## config.mk

```make
export PLATFORM = sky130hd
export DESIGN_NAME = opcode_decode_and_ea_timing
export DESIGN_NICKNAME = d
export VERILOG_FILES = /design/src/logic/decode_pkg.sv /design/src/logic/opcode_decode_and_ea_timing.sv
export SDC_FILE = /design/constraint.sdc
export NUM_CORES = 1
export LEC_CHECK = 0
export BUFFER_PORTS_ARGS = -buffer_cell sky130_fd_sc_hd__clkbuf_2
export CAP_MARGIN = 25
export CORE_AREA = 4 4 131 259
export CTS_CLUSTER_DIAMETER = 40
export DETAILED_ROUTE_END_ITERATION = 8
export DIE_AREA = 0 0 135 263
export PLACE_DENSITY = 0.73
export SYNTH_ARGS = -nofsm -noshare
export SYNTH_HDL_FRONTEND = slang
export SYNTH_SLANG_ARGS = --single-unit
```

## constraint.sdc

```tcl
create_clock -name sys_clk -period 4.28 [get_ports sys_clk]
set_input_delay 0.214 -clock sys_clk [delete_from_list [all_inputs] [get_ports sys_clk]]
set_output_delay 0.214 -clock sys_clk [all_outputs]
set_load 0.005 [all_outputs]
```

## src/logic/decode_pkg.sv

```systemverilog
// Constants, encodings and cycle costs for the opcode decoder and address-timing block.
// Assumes a single processor clock; values here serve the decoder logic, the assertions and the bench.
// What this block does
// - Form 11 makes selector a register number
// - Form picks displacement: none, byte sign-extended, word
// - Selectors 000-011 add base/frame and index pairs
// - Selector 110 frame plus disp; 111 base plus disp
// - Displacement bytes follow second byte, before immediates
// - Offset formation costs four cycles, already counted
// - Override prefix 001ss110 picks the operand segment
// - Register field picks word or byte register
// - Signed multiply costs 25-28/34-37, memory 31-34/40-43
// - Unsigned divide costs 29, 38, 35 cycles
// - Signed divide costs 44-52 or 53-61 cycles
// - Ascii adjusts need 0a second byte; 19/15
// - Repeated string cost is overhead plus per element
// - Conditional jump costs 4 not taken, 13 taken
// - Loop forms cost 6 not taken, 16 taken
// - Jump-if-count-zero costs 5 or 15 cycles
// - Procedure entry costs 15, 25, 22+16(n-1)
// - Overflow trap costs 48 taken, 4 not
// - Trap return costs 28 cycles
// - Range check 62 with modrm costs 33-35
// - Coprocessor pass costs 6, forwards sub-op bits
// - Lock prefix costs 2, locks next instruction
// - Frame pointer operands default to stack segment
// - Unrepeated move/store string destination always extra segment, no override
// - Form 00 selector 110 gives direct 16-bit offset
package decode_pkg;
    // Addressing forms
    localparam logic [1:0] FORM_NODISP = 2'h0;
    localparam logic [1:0] FORM_DISP8  = 2'h1;
    localparam logic [1:0] FORM_DISP16 = 2'h2;
    localparam logic [1:0] FORM_REG    = 2'h3;
    // Selector codes with special meaning
    localparam logic [2:0] SEL_FRAME   = 3'h6;
    // Segment codes
    localparam logic [1:0] SEG_EXTRA = 2'h0;
    localparam logic [1:0] SEG_CODE  = 2'h1;
    localparam logic [1:0] SEG_STACK = 2'h2;
    localparam logic [1:0] SEG_DATA  = 2'h3;
    // Opcodes recognised by this block
    localparam logic [7:0] OP_GRP3_HI    = 8'hf6;  // 1111011w, w masked
    localparam logic [7:0] OP_AMUL_ADJ   = 8'hd4;
    localparam logic [7:0] OP_ADIV_ADJ   = 8'hd5;
    localparam logic [7:0] ADJ_SECOND    = 8'h0a;
    localparam logic [7:0] OP_LOOPNZ     = 8'he0;
    localparam logic [7:0] OP_LOOPZ      = 8'he1;
    localparam logic [7:0] OP_LOOP       = 8'he2;
    localparam logic [7:0] OP_JCZ        = 8'he3;
    localparam logic [7:0] OP_ENTER      = 8'hc8;
    localparam logic [7:0] OP_OVF_TRAP   = 8'hce;
    localparam logic [7:0] OP_TRAP_RET   = 8'hcf;
    localparam logic [7:0] OP_RANGE      = 8'h62;
    localparam logic [7:0] OP_LOCK       = 8'hf0;
    localparam logic [7:0] OP_REPEAT     = 8'hf2;  // 1111001z, z masked
    localparam logic [7:0] OP_SHIFT1     = 8'hd0;  // 1101000w
    localparam logic [7:0] OP_SHIFTCL    = 8'hd2;  // 1101001w
    localparam logic [7:0] OP_SHIFTIMM   = 8'hc0;  // 1100000w
    // Group-3 sub-operations
    localparam logic [2:0] G3_SIGNED_MULTIPLY = 3'h5;
    localparam logic [2:0] G3_DIV  = 3'h6;
    localparam logic [2:0] G3_SIGNED_QUOTIENT = 3'h7;
    // Timing constants, in clock cycles
    localparam int EA_CYCLES      = 4;
    localparam int SIGNED_MULTIPLY_RB_MIN    = 25;
    localparam int SIGNED_MULTIPLY_RB_MAX    = 28;
    localparam int SIGNED_MULTIPLY_RW_MIN    = 34;
    localparam int SIGNED_MULTIPLY_RW_MAX    = 37;
    localparam int SIGNED_MULTIPLY_MB_MIN    = 31;
    localparam int SIGNED_MULTIPLY_MB_MAX    = 34;
    localparam int SIGNED_MULTIPLY_MW_MIN    = 40;
    localparam int SIGNED_MULTIPLY_MW_MAX    = 43;
    localparam int DIV_RB         = 29;
    localparam int DIV_RW         = 38;
    localparam int DIV_MB         = 35;
    localparam int SIGNED_QUOTIENT_RB_MIN    = 44;
    localparam int SIGNED_QUOTIENT_RB_MAX    = 52;
    localparam int SIGNED_QUOTIENT_RW_MIN    = 53;
    localparam int SIGNED_QUOTIENT_RW_MAX    = 61;
    localparam int AMUL_ADJ_CYC   = 19;
    localparam int ADIV_ADJ_CYC   = 15;
    localparam int MOVS_FIX       = 8;
    localparam int MOVS_PER       = 8;
    localparam int CMPS_FIX       = 5;
    localparam int CMPS_PER       = 22;
    localparam int SCAS_FIX       = 5;
    localparam int SCAS_PER       = 15;
    localparam int LODS_FIX       = 6;
    localparam int LODS_PER       = 11;
    localparam int STOS_FIX       = 6;
    localparam int STOS_PER       = 9;
    localparam int JCC_NOT        = 4;
    localparam int JCC_TAKEN      = 13;
    localparam int LOOP_NOT       = 6;
    localparam int LOOP_TAKEN     = 16;
    localparam int JCZ_NOT        = 5;
    localparam int JCZ_TAKEN      = 15;
    localparam int ENTER_L0       = 15;
    localparam int ENTER_L1       = 25;
    localparam int ENTER_BASE     = 22;
    localparam int ENTER_PER      = 16;
    localparam int TRAP_TAKEN     = 48;
    localparam int TRAP_NOT       = 4;
    localparam int TRAP_RET_CYC   = 28;
    localparam int RANGE_MIN      = 33;
    localparam int RANGE_MAX      = 35;
    localparam int COPROC_CYC     = 6;
    localparam int LOCK_CYC       = 2;
    // Register identifiers for the register field
    typedef enum logic [3:0] {
        R_AX, R_CX, R_DX, R_BX, R_SP, R_BP, R_SI, R_DI,
        R_AL, R_CL, R_DL, R_BL, R_AH, R_CH, R_DH, R_BH
    } reg_id_t;
    // Shift/rotate kinds
    typedef enum logic [2:0] {
        SH_ROL, SH_ROR, SH_RCL, SH_RCR, SH_SHL, SH_SHR, SH_BAD, SH_SAR
    } shift_kind_t;
endpackage

```

## src/logic/opcode_decode_and_ea_timing.sv

```systemverilog
// Instruction decoder: addressing form, offset, segment, register and cycle cost.
// Assumes the prefetch queue presents up to six instruction bytes at once with a valid
// strobe, and the datapath supplies register values and outcome hints in the same cycle.
`timescale 1ns/1ps
`default_nettype none
module opcode_decode_and_ea_timing
    import decode_pkg::*;
#(
    parameter int CYC_W = 12            // Width of the cycle-count result
) (
    input  wire logic              sys_clk,          // Processor clock
    input  wire logic              reset_n,          // Synchronous reset, active low
    input  wire logic              instr_valid,      // Instruction bytes valid
    input  wire logic [47:0]       instr_bytes,      // Byte 0 in bits 7:0
    input  wire logic [15:0]       base_reg,         // Base register value
    input  wire logic [15:0]       frame_pointer,    // Frame pointer value
    input  wire logic [15:0]       src_index,        // Source index value
    input  wire logic [15:0]       dest_index,       // Destination index value
    input  wire logic [15:0]       count_reg,        // Count register value
    input  wire logic              branch_taken,     // Condition outcome from flags
    input  wire logic              overflow_flag,    // Overflow flag for the trap
    input  wire logic [1:0]        data_extra,       // Data-dependent extra cycles
    input  wire logic [4:0]        nest_level,       // Procedure entry nesting level
    output logic                   dec_valid,        // Decoded result valid
    output logic                   is_prefix,        // Byte 0 was an override or lock prefix
    output logic                   bus_lock,         // Exclusive bus ownership
    output logic [1:0]             seg_sel,          // Segment for memory operand
    output logic                   seg_pending,      // Override waits for next op
    output logic                   mem_operand,      // Operand is in memory
    output logic [15:0]            effective_offset, // Operand offset
    output logic [2:0]             disp_len,         // Displacement byte count
    output reg_id_t                reg_field_id,     // Register from reg field
    output reg_id_t                rm_reg_id,        // Register from selector
    output shift_kind_t            shift_kind,       // Shift/rotate sub-operation
    output logic [4:0]             coproc_opcode,    // Forwarded sub_op/low fields
    output logic                   coproc_valid,     // Coprocessor opcode valid
    output logic                   illegal,          // Bad second byte
    output logic [CYC_W-1:0]       cycle_count       // Execution cycles
);

    // Byte fields
    logic [7:0]  op;               // First byte
    logic [7:0]  modrm;            // Second byte
    logic [1:0]  form;             // Addressing form
    logic [2:0]  regf;             // Register / sub-operation field
    logic [2:0]  sel;              // Operand selector
    logic        wide;             // Width bit
    logic [15:0] disp;             // Selected displacement
    logic [15:0] next_offset;      // Offset being formed
    logic [1:0]  next_seg;         // Default segment
    logic [CYC_W-1:0] next_cyc;    // Cost being formed
    logic [1:0]  ovr_seg;          // Held override code
    logic        ovr_act;          // Override held for the next instruction
    logic        lock_hold;        // Lock prefix seen

    assign op    = instr_bytes[7:0];
    assign modrm = instr_bytes[15:8];
    assign form  = modrm[7:6];
    assign regf  = modrm[5:3];
    assign sel   = modrm[2:0];
    assign wide  = op[0];

    // Register identifier from a 3-bit code and the width bit
    function automatic reg_id_t reg_lookup(input logic [2:0] code, input logic w);
        reg_lookup = reg_id_t'({~w, code});
    endfunction

    // Prefix recognition
    function automatic logic is_override(input logic [7:0] b);
        is_override = (b[7:5] == 3'h1) && (b[2:0] == 3'h6);
    endfunction

    // Displacement selection; bytes sit right after the second byte
    always_comb begin
        case (form)
            FORM_DISP8:  disp = {{8{instr_bytes[23]}}, instr_bytes[23:16]};
            FORM_DISP16: disp = instr_bytes[31:16];
            default:     disp = 16'h0000;
        endcase
    end

    // Offset formation and default segment
    always_comb begin
        next_seg = SEG_DATA;
        case (sel)
            3'h0: next_offset = base_reg + src_index + disp;
            3'h1: next_offset = base_reg + dest_index + disp;
            3'h2: begin
                next_offset = frame_pointer + src_index + disp;
                next_seg    = SEG_STACK;
            end
            3'h3: begin
                next_offset = frame_pointer + dest_index + disp;
                next_seg    = SEG_STACK;
            end
            3'h4: next_offset = src_index + disp;
            3'h5: next_offset = dest_index + disp;
            3'h6: begin
                if (form == FORM_NODISP) begin
                    next_offset = instr_bytes[31:16];
                end else begin
                    next_offset = frame_pointer + disp;
                    next_seg    = SEG_STACK;
                end
            end
            default: next_offset = base_reg + disp;
        endcase
    end

    // Cycle cost table
    always_comb begin
        next_cyc = CYC_W'(2);
        if ((op & 8'hfe) == OP_GRP3_HI && regf == G3_SIGNED_MULTIPLY) begin
            if (form == FORM_REG)
                next_cyc = CYC_W'((wide ? SIGNED_MULTIPLY_RW_MIN : SIGNED_MULTIPLY_RB_MIN) + data_extra);
            else
                next_cyc = CYC_W'((wide ? SIGNED_MULTIPLY_MW_MIN : SIGNED_MULTIPLY_MB_MIN) + data_extra);
        end else if ((op & 8'hfe) == OP_GRP3_HI && regf == G3_DIV) begin
            if (form == FORM_REG)
                next_cyc = CYC_W'(wide ? DIV_RW : DIV_RB);
            else
                next_cyc = CYC_W'(DIV_MB);
        end else if ((op & 8'hfe) == OP_GRP3_HI && regf == G3_SIGNED_QUOTIENT) begin
            // Range reach comes from data_extra scaled to the 8-cycle spread;
            // the step count is capped at two so the cost never leaves the range
            next_cyc = CYC_W'((wide ? SIGNED_QUOTIENT_RW_MIN : SIGNED_QUOTIENT_RB_MIN)
                              + 32'(data_extra > 2'h2 ? 2'h2 : data_extra)
                              * 4);
        end else if (op == OP_AMUL_ADJ) begin
            next_cyc = CYC_W'(AMUL_ADJ_CYC);
        end else if (op == OP_ADIV_ADJ) begin
            next_cyc = CYC_W'(ADIV_ADJ_CYC);
        end else if ((op & 8'hfe) == OP_REPEAT) begin
            case (instr_bytes[15:9])
                7'h52:   next_cyc = CYC_W'(MOVS_FIX + MOVS_PER * 32'(count_reg));
                7'h53:   next_cyc = CYC_W'(CMPS_FIX + CMPS_PER * 32'(count_reg));
                7'h57:   next_cyc = CYC_W'(SCAS_FIX + SCAS_PER * 32'(count_reg));
                7'h56:   next_cyc = CYC_W'(LODS_FIX + LODS_PER * 32'(count_reg));
                7'h55:   next_cyc = CYC_W'(STOS_FIX + STOS_PER * 32'(count_reg));
                default: next_cyc = CYC_W'(2);
            endcase
        end else if (op[7:4] == 4'h7) begin
            next_cyc = CYC_W'(branch_taken ? JCC_TAKEN : JCC_NOT);
        end else if (op == OP_LOOP || op == OP_LOOPZ || op == OP_LOOPNZ) begin
            next_cyc = CYC_W'(branch_taken ? LOOP_TAKEN : LOOP_NOT);
        end else if (op == OP_JCZ) begin
            next_cyc = CYC_W'((count_reg == 16'h0000) ? JCZ_TAKEN : JCZ_NOT);
        end else if (op == OP_ENTER) begin
            if (nest_level == 5'h00)
                next_cyc = CYC_W'(ENTER_L0);
            else if (nest_level == 5'h01)
                next_cyc = CYC_W'(ENTER_L1);
            else
                next_cyc = CYC_W'(ENTER_BASE + ENTER_PER * (32'(nest_level) - 1));
        end else if (op == OP_OVF_TRAP) begin
            next_cyc = CYC_W'(overflow_flag ? TRAP_TAKEN : TRAP_NOT);
        end else if (op == OP_TRAP_RET) begin
            next_cyc = CYC_W'(TRAP_RET_CYC);
        end else if (op == OP_RANGE) begin
            next_cyc = CYC_W'(RANGE_MIN + 32'(data_extra > 2'h2 ? 2'h2 : data_extra));
        end else if (op[7:3] == 5'h13) begin
            next_cyc = CYC_W'(COPROC_CYC);
        end else if (op == OP_LOCK || is_override(op)) begin
            next_cyc = CYC_W'(LOCK_CYC);
        end
        // Offset formation time is inside the table values: nothing added
    end

    // Prefix state: override and lock apply to the next instruction only
    always_ff @(posedge sys_clk) begin
        if (!reset_n) begin
            ovr_act   <= 1'b0;
            ovr_seg   <= SEG_DATA;
            lock_hold <= 1'b0;
        end else if (instr_valid) begin
            if (is_override(op)) begin
                ovr_act <= 1'b1;
                ovr_seg <= op[4:3];
            end else if (op != OP_LOCK && (op & 8'hfe) != OP_REPEAT) begin
                ovr_act <= 1'b0;
            end
            lock_hold <= (op == OP_LOCK);
        end
    end

    // Decoded outputs
    always_ff @(posedge sys_clk) begin
        if (!reset_n) begin
            dec_valid        <= 1'b0;
            is_prefix        <= 1'b0;
            bus_lock         <= 1'b0;
            seg_sel          <= SEG_DATA;
            seg_pending      <= 1'b0;
            mem_operand      <= 1'b0;
            effective_offset <= 16'h0000;
            disp_len         <= 3'h0;
            reg_field_id     <= R_AX;
            rm_reg_id        <= R_AX;
            shift_kind       <= SH_ROL;
            coproc_opcode    <= 5'h00;
            coproc_valid     <= 1'b0;
            illegal          <= 1'b0;
            cycle_count      <= '0;
        end else begin
            dec_valid    <= instr_valid;
            is_prefix    <= instr_valid && (is_override(op) || op == OP_LOCK);
            seg_pending  <= ovr_act;
            coproc_valid <= instr_valid && op[7:3] == 5'h13;
            if (instr_valid) begin
                bus_lock     <= lock_hold || op == OP_LOCK;
                mem_operand  <= (form != FORM_REG);
                reg_field_id <= reg_lookup(regf, wide);
                rm_reg_id    <= reg_lookup(sel, wide);
                shift_kind   <= shift_kind_t'(regf);
                coproc_opcode <= {op[2:0], regf[1:0]};
                illegal      <= (op == OP_AMUL_ADJ || op == OP_ADIV_ADJ)
                                && modrm != ADJ_SECOND;
                cycle_count  <= next_cyc;
                if (form == FORM_REG) begin
                    effective_offset <= 16'h0000;
                    disp_len         <= 3'h0;
                end else begin
                    effective_offset <= next_offset;
                    disp_len <= (form == FORM_DISP16 ||
                                 (form == FORM_NODISP && sel == SEL_FRAME)) ? 3'h2 :
                                (form == FORM_DISP8) ? 3'h1 : 3'h0;
                end
                // Move/store string destination is fixed to the extra segment
                if ((op & 8'hfe) == 8'ha4 || (op & 8'hfe) == 8'haa)
                    seg_sel <= SEG_EXTRA;
                else if (ovr_act)
                    seg_sel <= ovr_seg;
                else
                    seg_sel <= next_seg;
            end
        end
    end

    // Assertions
    a_reg_form_offset: assert property (@(posedge sys_clk) disable iff (!reset_n)
        instr_valid && form == FORM_REG |=> effective_offset == 16'h0000 && !mem_operand)
        else $error("register form produced an offset");
    a_disp8_sign: assert property (@(posedge sys_clk) disable iff (!reset_n)
        instr_valid && form == FORM_DISP8 && sel == 3'h7 |=>
        effective_offset == $past(base_reg) + {{8{$past(instr_bytes[23])}},
        $past(instr_bytes[23:16])})
        else $error("byte displacement not sign extended");
    a_pair_sum: assert property (@(posedge sys_clk) disable iff (!reset_n)
        instr_valid && form == FORM_NODISP && sel == 3'h3 |=>
        effective_offset == $past(frame_pointer) + $past(dest_index))
        else $error("frame plus dest offset wrong");
    a_direct_off: assert property (@(posedge sys_clk) disable iff (!reset_n)
        instr_valid && form == FORM_NODISP && sel == SEL_FRAME && !ovr_act |=>
        effective_offset == $past(instr_bytes[31:16]) && seg_sel == SEG_DATA)
        else $error("direct offset wrong");
    a_frame_stack: assert property (@(posedge sys_clk) disable iff (!reset_n)
        instr_valid && form == FORM_DISP8 && sel == SEL_FRAME && !ovr_act
        && op[7:4] != 4'ha |=> seg_sel == SEG_STACK)
        else $error("frame operand not on stack");
    a_jcc_cost: assert property (@(posedge sys_clk) disable iff (!reset_n)
        instr_valid && op == 8'h74 |=>
        cycle_count == CYC_W'($past(branch_taken) ? 13 : 4))
        else $error("conditional jump cost wrong");
    a_jcz_cost: assert property (@(posedge sys_clk) disable iff (!reset_n)
        instr_valid && op == OP_JCZ && count_reg == 16'h0000 |=> cycle_count == CYC_W'(15))
        else $error("count zero jump cost wrong");
    a_div_cost: assert property (@(posedge sys_clk) disable iff (!reset_n)
        instr_valid && op == 8'hf7 && regf == G3_DIV && form == FORM_REG |=>
        cycle_count == CYC_W'(38))
        else $error("word divide cost wrong");
    a_signed_quotient_range: assert property (@(posedge sys_clk) disable iff (!reset_n)
        instr_valid && op == 8'hf6 && regf == G3_SIGNED_QUOTIENT |=>
        cycle_count >= CYC_W'(44) && cycle_count <= CYC_W'(52))
        else $error("signed byte divide out of range");
    a_lock_next: assert property (@(posedge sys_clk) disable iff (!reset_n)
        instr_valid && op == OP_LOCK ##1 instr_valid |=> bus_lock)
        else $error("lock did not cover next instruction");
    a_override_seg: assert property (@(posedge sys_clk) disable iff (!reset_n)
        instr_valid && op == 8'h26 ##1 instr_valid && op[7:4] == 4'h8 |=>
        seg_sel == SEG_EXTRA)
        else $error("override segment not applied");

    // Prefix bookkeeping: flag and held override
    a_prefix_flag: assert property (@(posedge sys_clk) disable iff (!reset_n)
        instr_valid && is_override(op) |=> is_prefix && ovr_act)
        else $error("override prefix not held");

    // Fixed costs of single-outcome instructions
    a_coproc_cost: assert property (@(posedge sys_clk) disable iff (!reset_n)
        instr_valid && op[7:3] == 5'h13 |=>
        cycle_count == CYC_W'(6) && coproc_valid)
        else $error("coprocessor pass wrong");
    a_trap_ret: assert property (@(posedge sys_clk) disable iff (!reset_n)
        instr_valid && op == OP_TRAP_RET |=> cycle_count == CYC_W'(28))
        else $error("trap return cost wrong");

    // Loop cost follows the outcome
    a_loop_cost: assert property (@(posedge sys_clk) disable iff (!reset_n)
        instr_valid && op == OP_LOOP |=>
        cycle_count == CYC_W'($past(branch_taken) ? 16 : 6))
        else $error("loop cost wrong");

    // Adjust opcodes need the fixed second byte
    a_adjust_bad: assert property (@(posedge sys_clk) disable iff (!reset_n)
        instr_valid && op == OP_AMUL_ADJ && modrm != 8'h0a |=> illegal)
        else $error("bad adjust byte not flagged");

    // Word displacement occupies two bytes
    a_disp_word: assert property (@(posedge sys_clk) disable iff (!reset_n)
        instr_valid && form == FORM_DISP16 |=> disp_len == 3'h2)
        else $error("word displacement length wrong");

    // String destination ignores any override
    a_string_extra: assert property (@(posedge sys_clk) disable iff (!reset_n)
        instr_valid && op == 8'ha4 |=> seg_sel == SEG_EXTRA)
        else $error("string destination segment wrong");

    // Cover properties
    c_override_then_op: cover property (@(posedge sys_clk) disable iff (!reset_n)
        instr_valid && is_override(op) ##1 instr_valid && !is_override(op));
    c_repeat_move: cover property (@(posedge sys_clk) disable iff (!reset_n)
        instr_valid && op == OP_REPEAT && modrm == 8'ha5);
    c_enter_deep: cover property (@(posedge sys_clk) disable iff (!reset_n)
        instr_valid && op == OP_ENTER && nest_level > 5'h01);
    c_trap_taken: cover property (@(posedge sys_clk) disable iff (!reset_n)
        instr_valid && op == OP_OVF_TRAP && overflow_flag);
    c_bad_adjust: cover property (@(posedge sys_clk) disable iff (!reset_n)
        instr_valid && op == OP_AMUL_ADJ && modrm != ADJ_SECOND);
endmodule
`default_nettype wire

```

==> reports/qor.csv <==
metric,value,unit
Die ar.,35500,sq um
final setup fails,0,
Clock Skew,1.94,ps
largest net degree at the start of global routing,40,
GRT Util Overall,0.281,
Power Total,3870,uW
register area share after synthesis,0.0840,
IO Port Bufs,178,
"Cell Count, Final, Fillers Out",2197,
DR WL/cell,23.2,um
first-pass GRT wire length,76400,um
hold buffer count at cts,0,
fin crit period,4030,ps
Crit-path slowest cell,or4_1,
Combinational Power Share,0.735,
critical path class,primary input to flop,
Post-Syn Instances,1532,
grt met1 use,0.253,
clock-pin slew on the worst setup and hold paths,90,ps
Syn Std Cell Area,12600,sq um
Placed Area,14600,sq um
net count after synthesis,1959,
Async SR Flop Fraction,0,
CTS tree,done,
post-cts resize count,0,
setup_tns,0,ps
"most used cell, CP",buf_4,
"critical path fanouts, max",3,
Reg power frac,0.140,
Die X-Extent,135,um
distinct cell type count of the synthesized netlist,81,
Core Area,32000,sq um
Arrival @ worst endpoint,4230,ps
internal power,1940,uW
H-Tree Depth,2,
Slowest Stage Delay on Critical Path,580,ps
number of fill cells,3218,
P per Cell Area,261,nW/um^2
drt total wl,51000,um
met3 Use GR,0.0293,
HP Class,primary input to flop,
Iteration-0 DRC Markers,858,
setup slack after layout,253,ps
Finished Cell Area,14800,sq um
Setup crit start kind,primary input,
Psw,1930,uW
grt met2 use,0.540,
DP Cell Count,2187,
FF-to-FF setup slack,2740,ps
Initial Util,0.395,
Die Height,263,um
"Clk Latency, worst-skew pair",320,ps
vias in the first global route,13700,
routed vias,13100,
slew at the pin closest to its max-slew limit,907,ps
first-pass iteration count of the detailed router,5,
number of synthesized flops with an enable pin,0,
FF-to-FF Start,effective_offset[13],
FP Rows,93,
f_max,248,MHz
GRT overflow,0,
clk sinks,53,
Post-CTS Repair Setup Buffers,0,
Reg2Reg Capture Point,effective_offset[13],
P_leak,0.00700,uW
CP cell instances,clkbuf_2 > buf_4 > ha_1 > buf_4 > buf_4 > nand2_1 > a21boi_0 > buf_4 > fa_1 > ha_1 > or4_1 > a2111oi_1 > nor3_1 > nand4_1 > mux2i_1 > a21oi_1 > a2111oi_0 > a32oi_1,
Clock Power Share,0.125,
Max-Slew Margin vs Limit,0.395,
"Req. time, crit path",4490,ps
Fin. Hold Viols,0,
final number of max-transition violations,0,
pre-CTS WS,-278,ps
Hold Path End,coproc_valid,
"commonest non-fill, non-tap cells in the layout","ha_1, clkbuf_2, nand2_1",
share of post-route cells with drive strength above 1,0.179,
vias per std cell,5.95,
Post-DRT Antenna Nets,0,
"commonest non-fill, non-tap cell in the layout",ha_1,
Hold Path Stages,2,
Placer Congestion,1.04,
Yosys warning total,0,
clk root buf,clkbuf_16,
final net count,2195,
fin crit share,0.941,
unrepaired setup endpoints after global routing,no,
Post-Syn Area per Cell,8.24,sq um
Sw Share,0.498,
hold wc startpoint,instr_bytes[6],
P&R area growth vs syn,17.1,%
dpl hpwl,43100,um
maximum vdd drop,0.170,mV
grt peak-use layer,met2,
Post-route DRC,0,
clock buffer count from CTS,5,
worst r2r path cells,7,
Clock Path Buffers,2,
Worst Setup End Kind,flop,
initial antenna violation count,1,
Ports,196,
main flop type after synthesis,dfxtp_1,
Max Cap Viol,0,
"FF+latch count, synth",53,
status,"finished, final reports clean",
==> sequential cells by signal (all words and copies together), names as in the netlist <==
signal            flops
cycle_count          12
effective_offset     16
ovr_act               1
seg_sel               2
is_prefix             1
seg_pending           1
bus_lock              1
lock_hold             1
ovr_seg               2
mem_operand           1
rm_reg_id             3
disp_len              2
dec_valid             1
coproc_opcode         3
reg_field_id          4
illegal               1
coproc_valid          1
==> metal layers <==
| layer | routed length (um) | part of all wire | vias up |
|---|---|---|---|
| li1 | - | - | 6035 |
| met1 | 15700 | 0.31 | 6212 |
| met2 | 27700 | 0.54 | 579 |
| met3 | 2150 | 0.042 | 240 |
| met4 | 5370 | 0.11 | 0 |
| met5 | 0 | 0 | - |
==> final cells by class <==
type | count | area [sq um] | share of cell area
diodes | 1 | 2.50 | 0.000169
multi-input cells | 1328 | 11000 | 0.743
clock inverters | 3 | 28.8 | 0.00195
well taps | 427 | 534 | 0.0361
clock buffers | 5 | 125 | 0.00846
repair buffers | 281 | 1680 | 0.114
inverters | 99 | 372 | 0.0251
flip-flops and latches | 53 | 1060 | 0.0717
==> critical path, delay by kind of cell <==
family                     cells  cell delay, ps
AOI/OAI and AO/OA              5            1330
and+or+nand+nor                4            1030
muxes                          1             190
buffers and inverters          5             640
adders and majority gates      3             820
==> cell families after synthesis <==
group / synth area share
adder cells (fa/ha/maj): 0.343
AO/OA/AOI/OAI: 0.239
multiplexers: 0.0354
buffers and inverters: 0.0471
AND/OR/NAND/NOR: 0.158
flip-flops: 0.0840
XOR/XNOR: 0.0930
other: 0.000297
==> cell usage after synthesis (8+ instances only) <==
cell type	instances	share of area
a31oi_1	15	0.0074
a21oi_1	113	0.045
ha_1	188	0.19
clkbuf_1	38	0.011
mux2i_1	39	0.031
nand2b_1	14	0.0069
a22oi_1	8	0.0048
dfxtp_1	53	0.084
a21boi_0	10	0.0059
fa_1	99	0.16
a221oi_1	14	0.0097
o22ai_1	19	0.0094
nand3_1	30	0.012
nor3b_1	8	0.0048
o221ai_1	12	0.0083
nor2_1	80	0.024
o21bai_1	14	0.0083
inv_1	96	0.029
a21o_1	23	0.014
nand4_1	11	0.0055
o211ai_1	12	0.0071
and2_1	16	0.0079
and3_1	12	0.0059
xor2_1	57	0.040
nor3_1	30	0.012
a32oi_1	9	0.0062
a211oi_1	20	0.012
o21ai_0	78	0.031
xnor2_1	77	0.053
a22o_1	14	0.0097
nand2_1	132	0.039
o21ai_1	27	0.011
nor2b_1	33	0.016
==> power groups by stage <==
| stage | combinational [uW] | sequential [uW] | clock [uW] |
|---|---|---|---|
| after floorplan | 1830 | 547 | 0 |
| after detailed placement | 2770 | 552 | 0 |
| after global routing | 3100 | 544 | 503 |
| after global placement | 2720 | 552 | 0 |
| final | 2840 | 542 | 482 |
| after CTS | 2790 | 541 | 487 |
==> per-stage QoR <==
step	utilization	hold slack [ps]
after floorplan	-	339
after global placement	0.456	433
after detailed placement	0.457	443
after CTS	0.461	197
after global routing	0.462	243
final	0.462	208
==> worst max-delay path by stage <==
stage	start	to	slack (ps)	depth (start not counted)
2_1_floorplan	instr_bytes[14]	effective_offset[15]	100	18
3_3_place_gp	instr_bytes[15]	effective_offset[15]	-230	16
3_5_place_dp	instr_bytes[15]	effective_offset[14]	-280	15
4_1_cts	instr_bytes[15]	effective_offset[14]	70	15
5_1_grt	instr_bytes[14]	effective_offset[14]	3	17
6_report	instr_bytes[15]	effective_offset[14]	250	18
(Power assumes the default switching activity.)
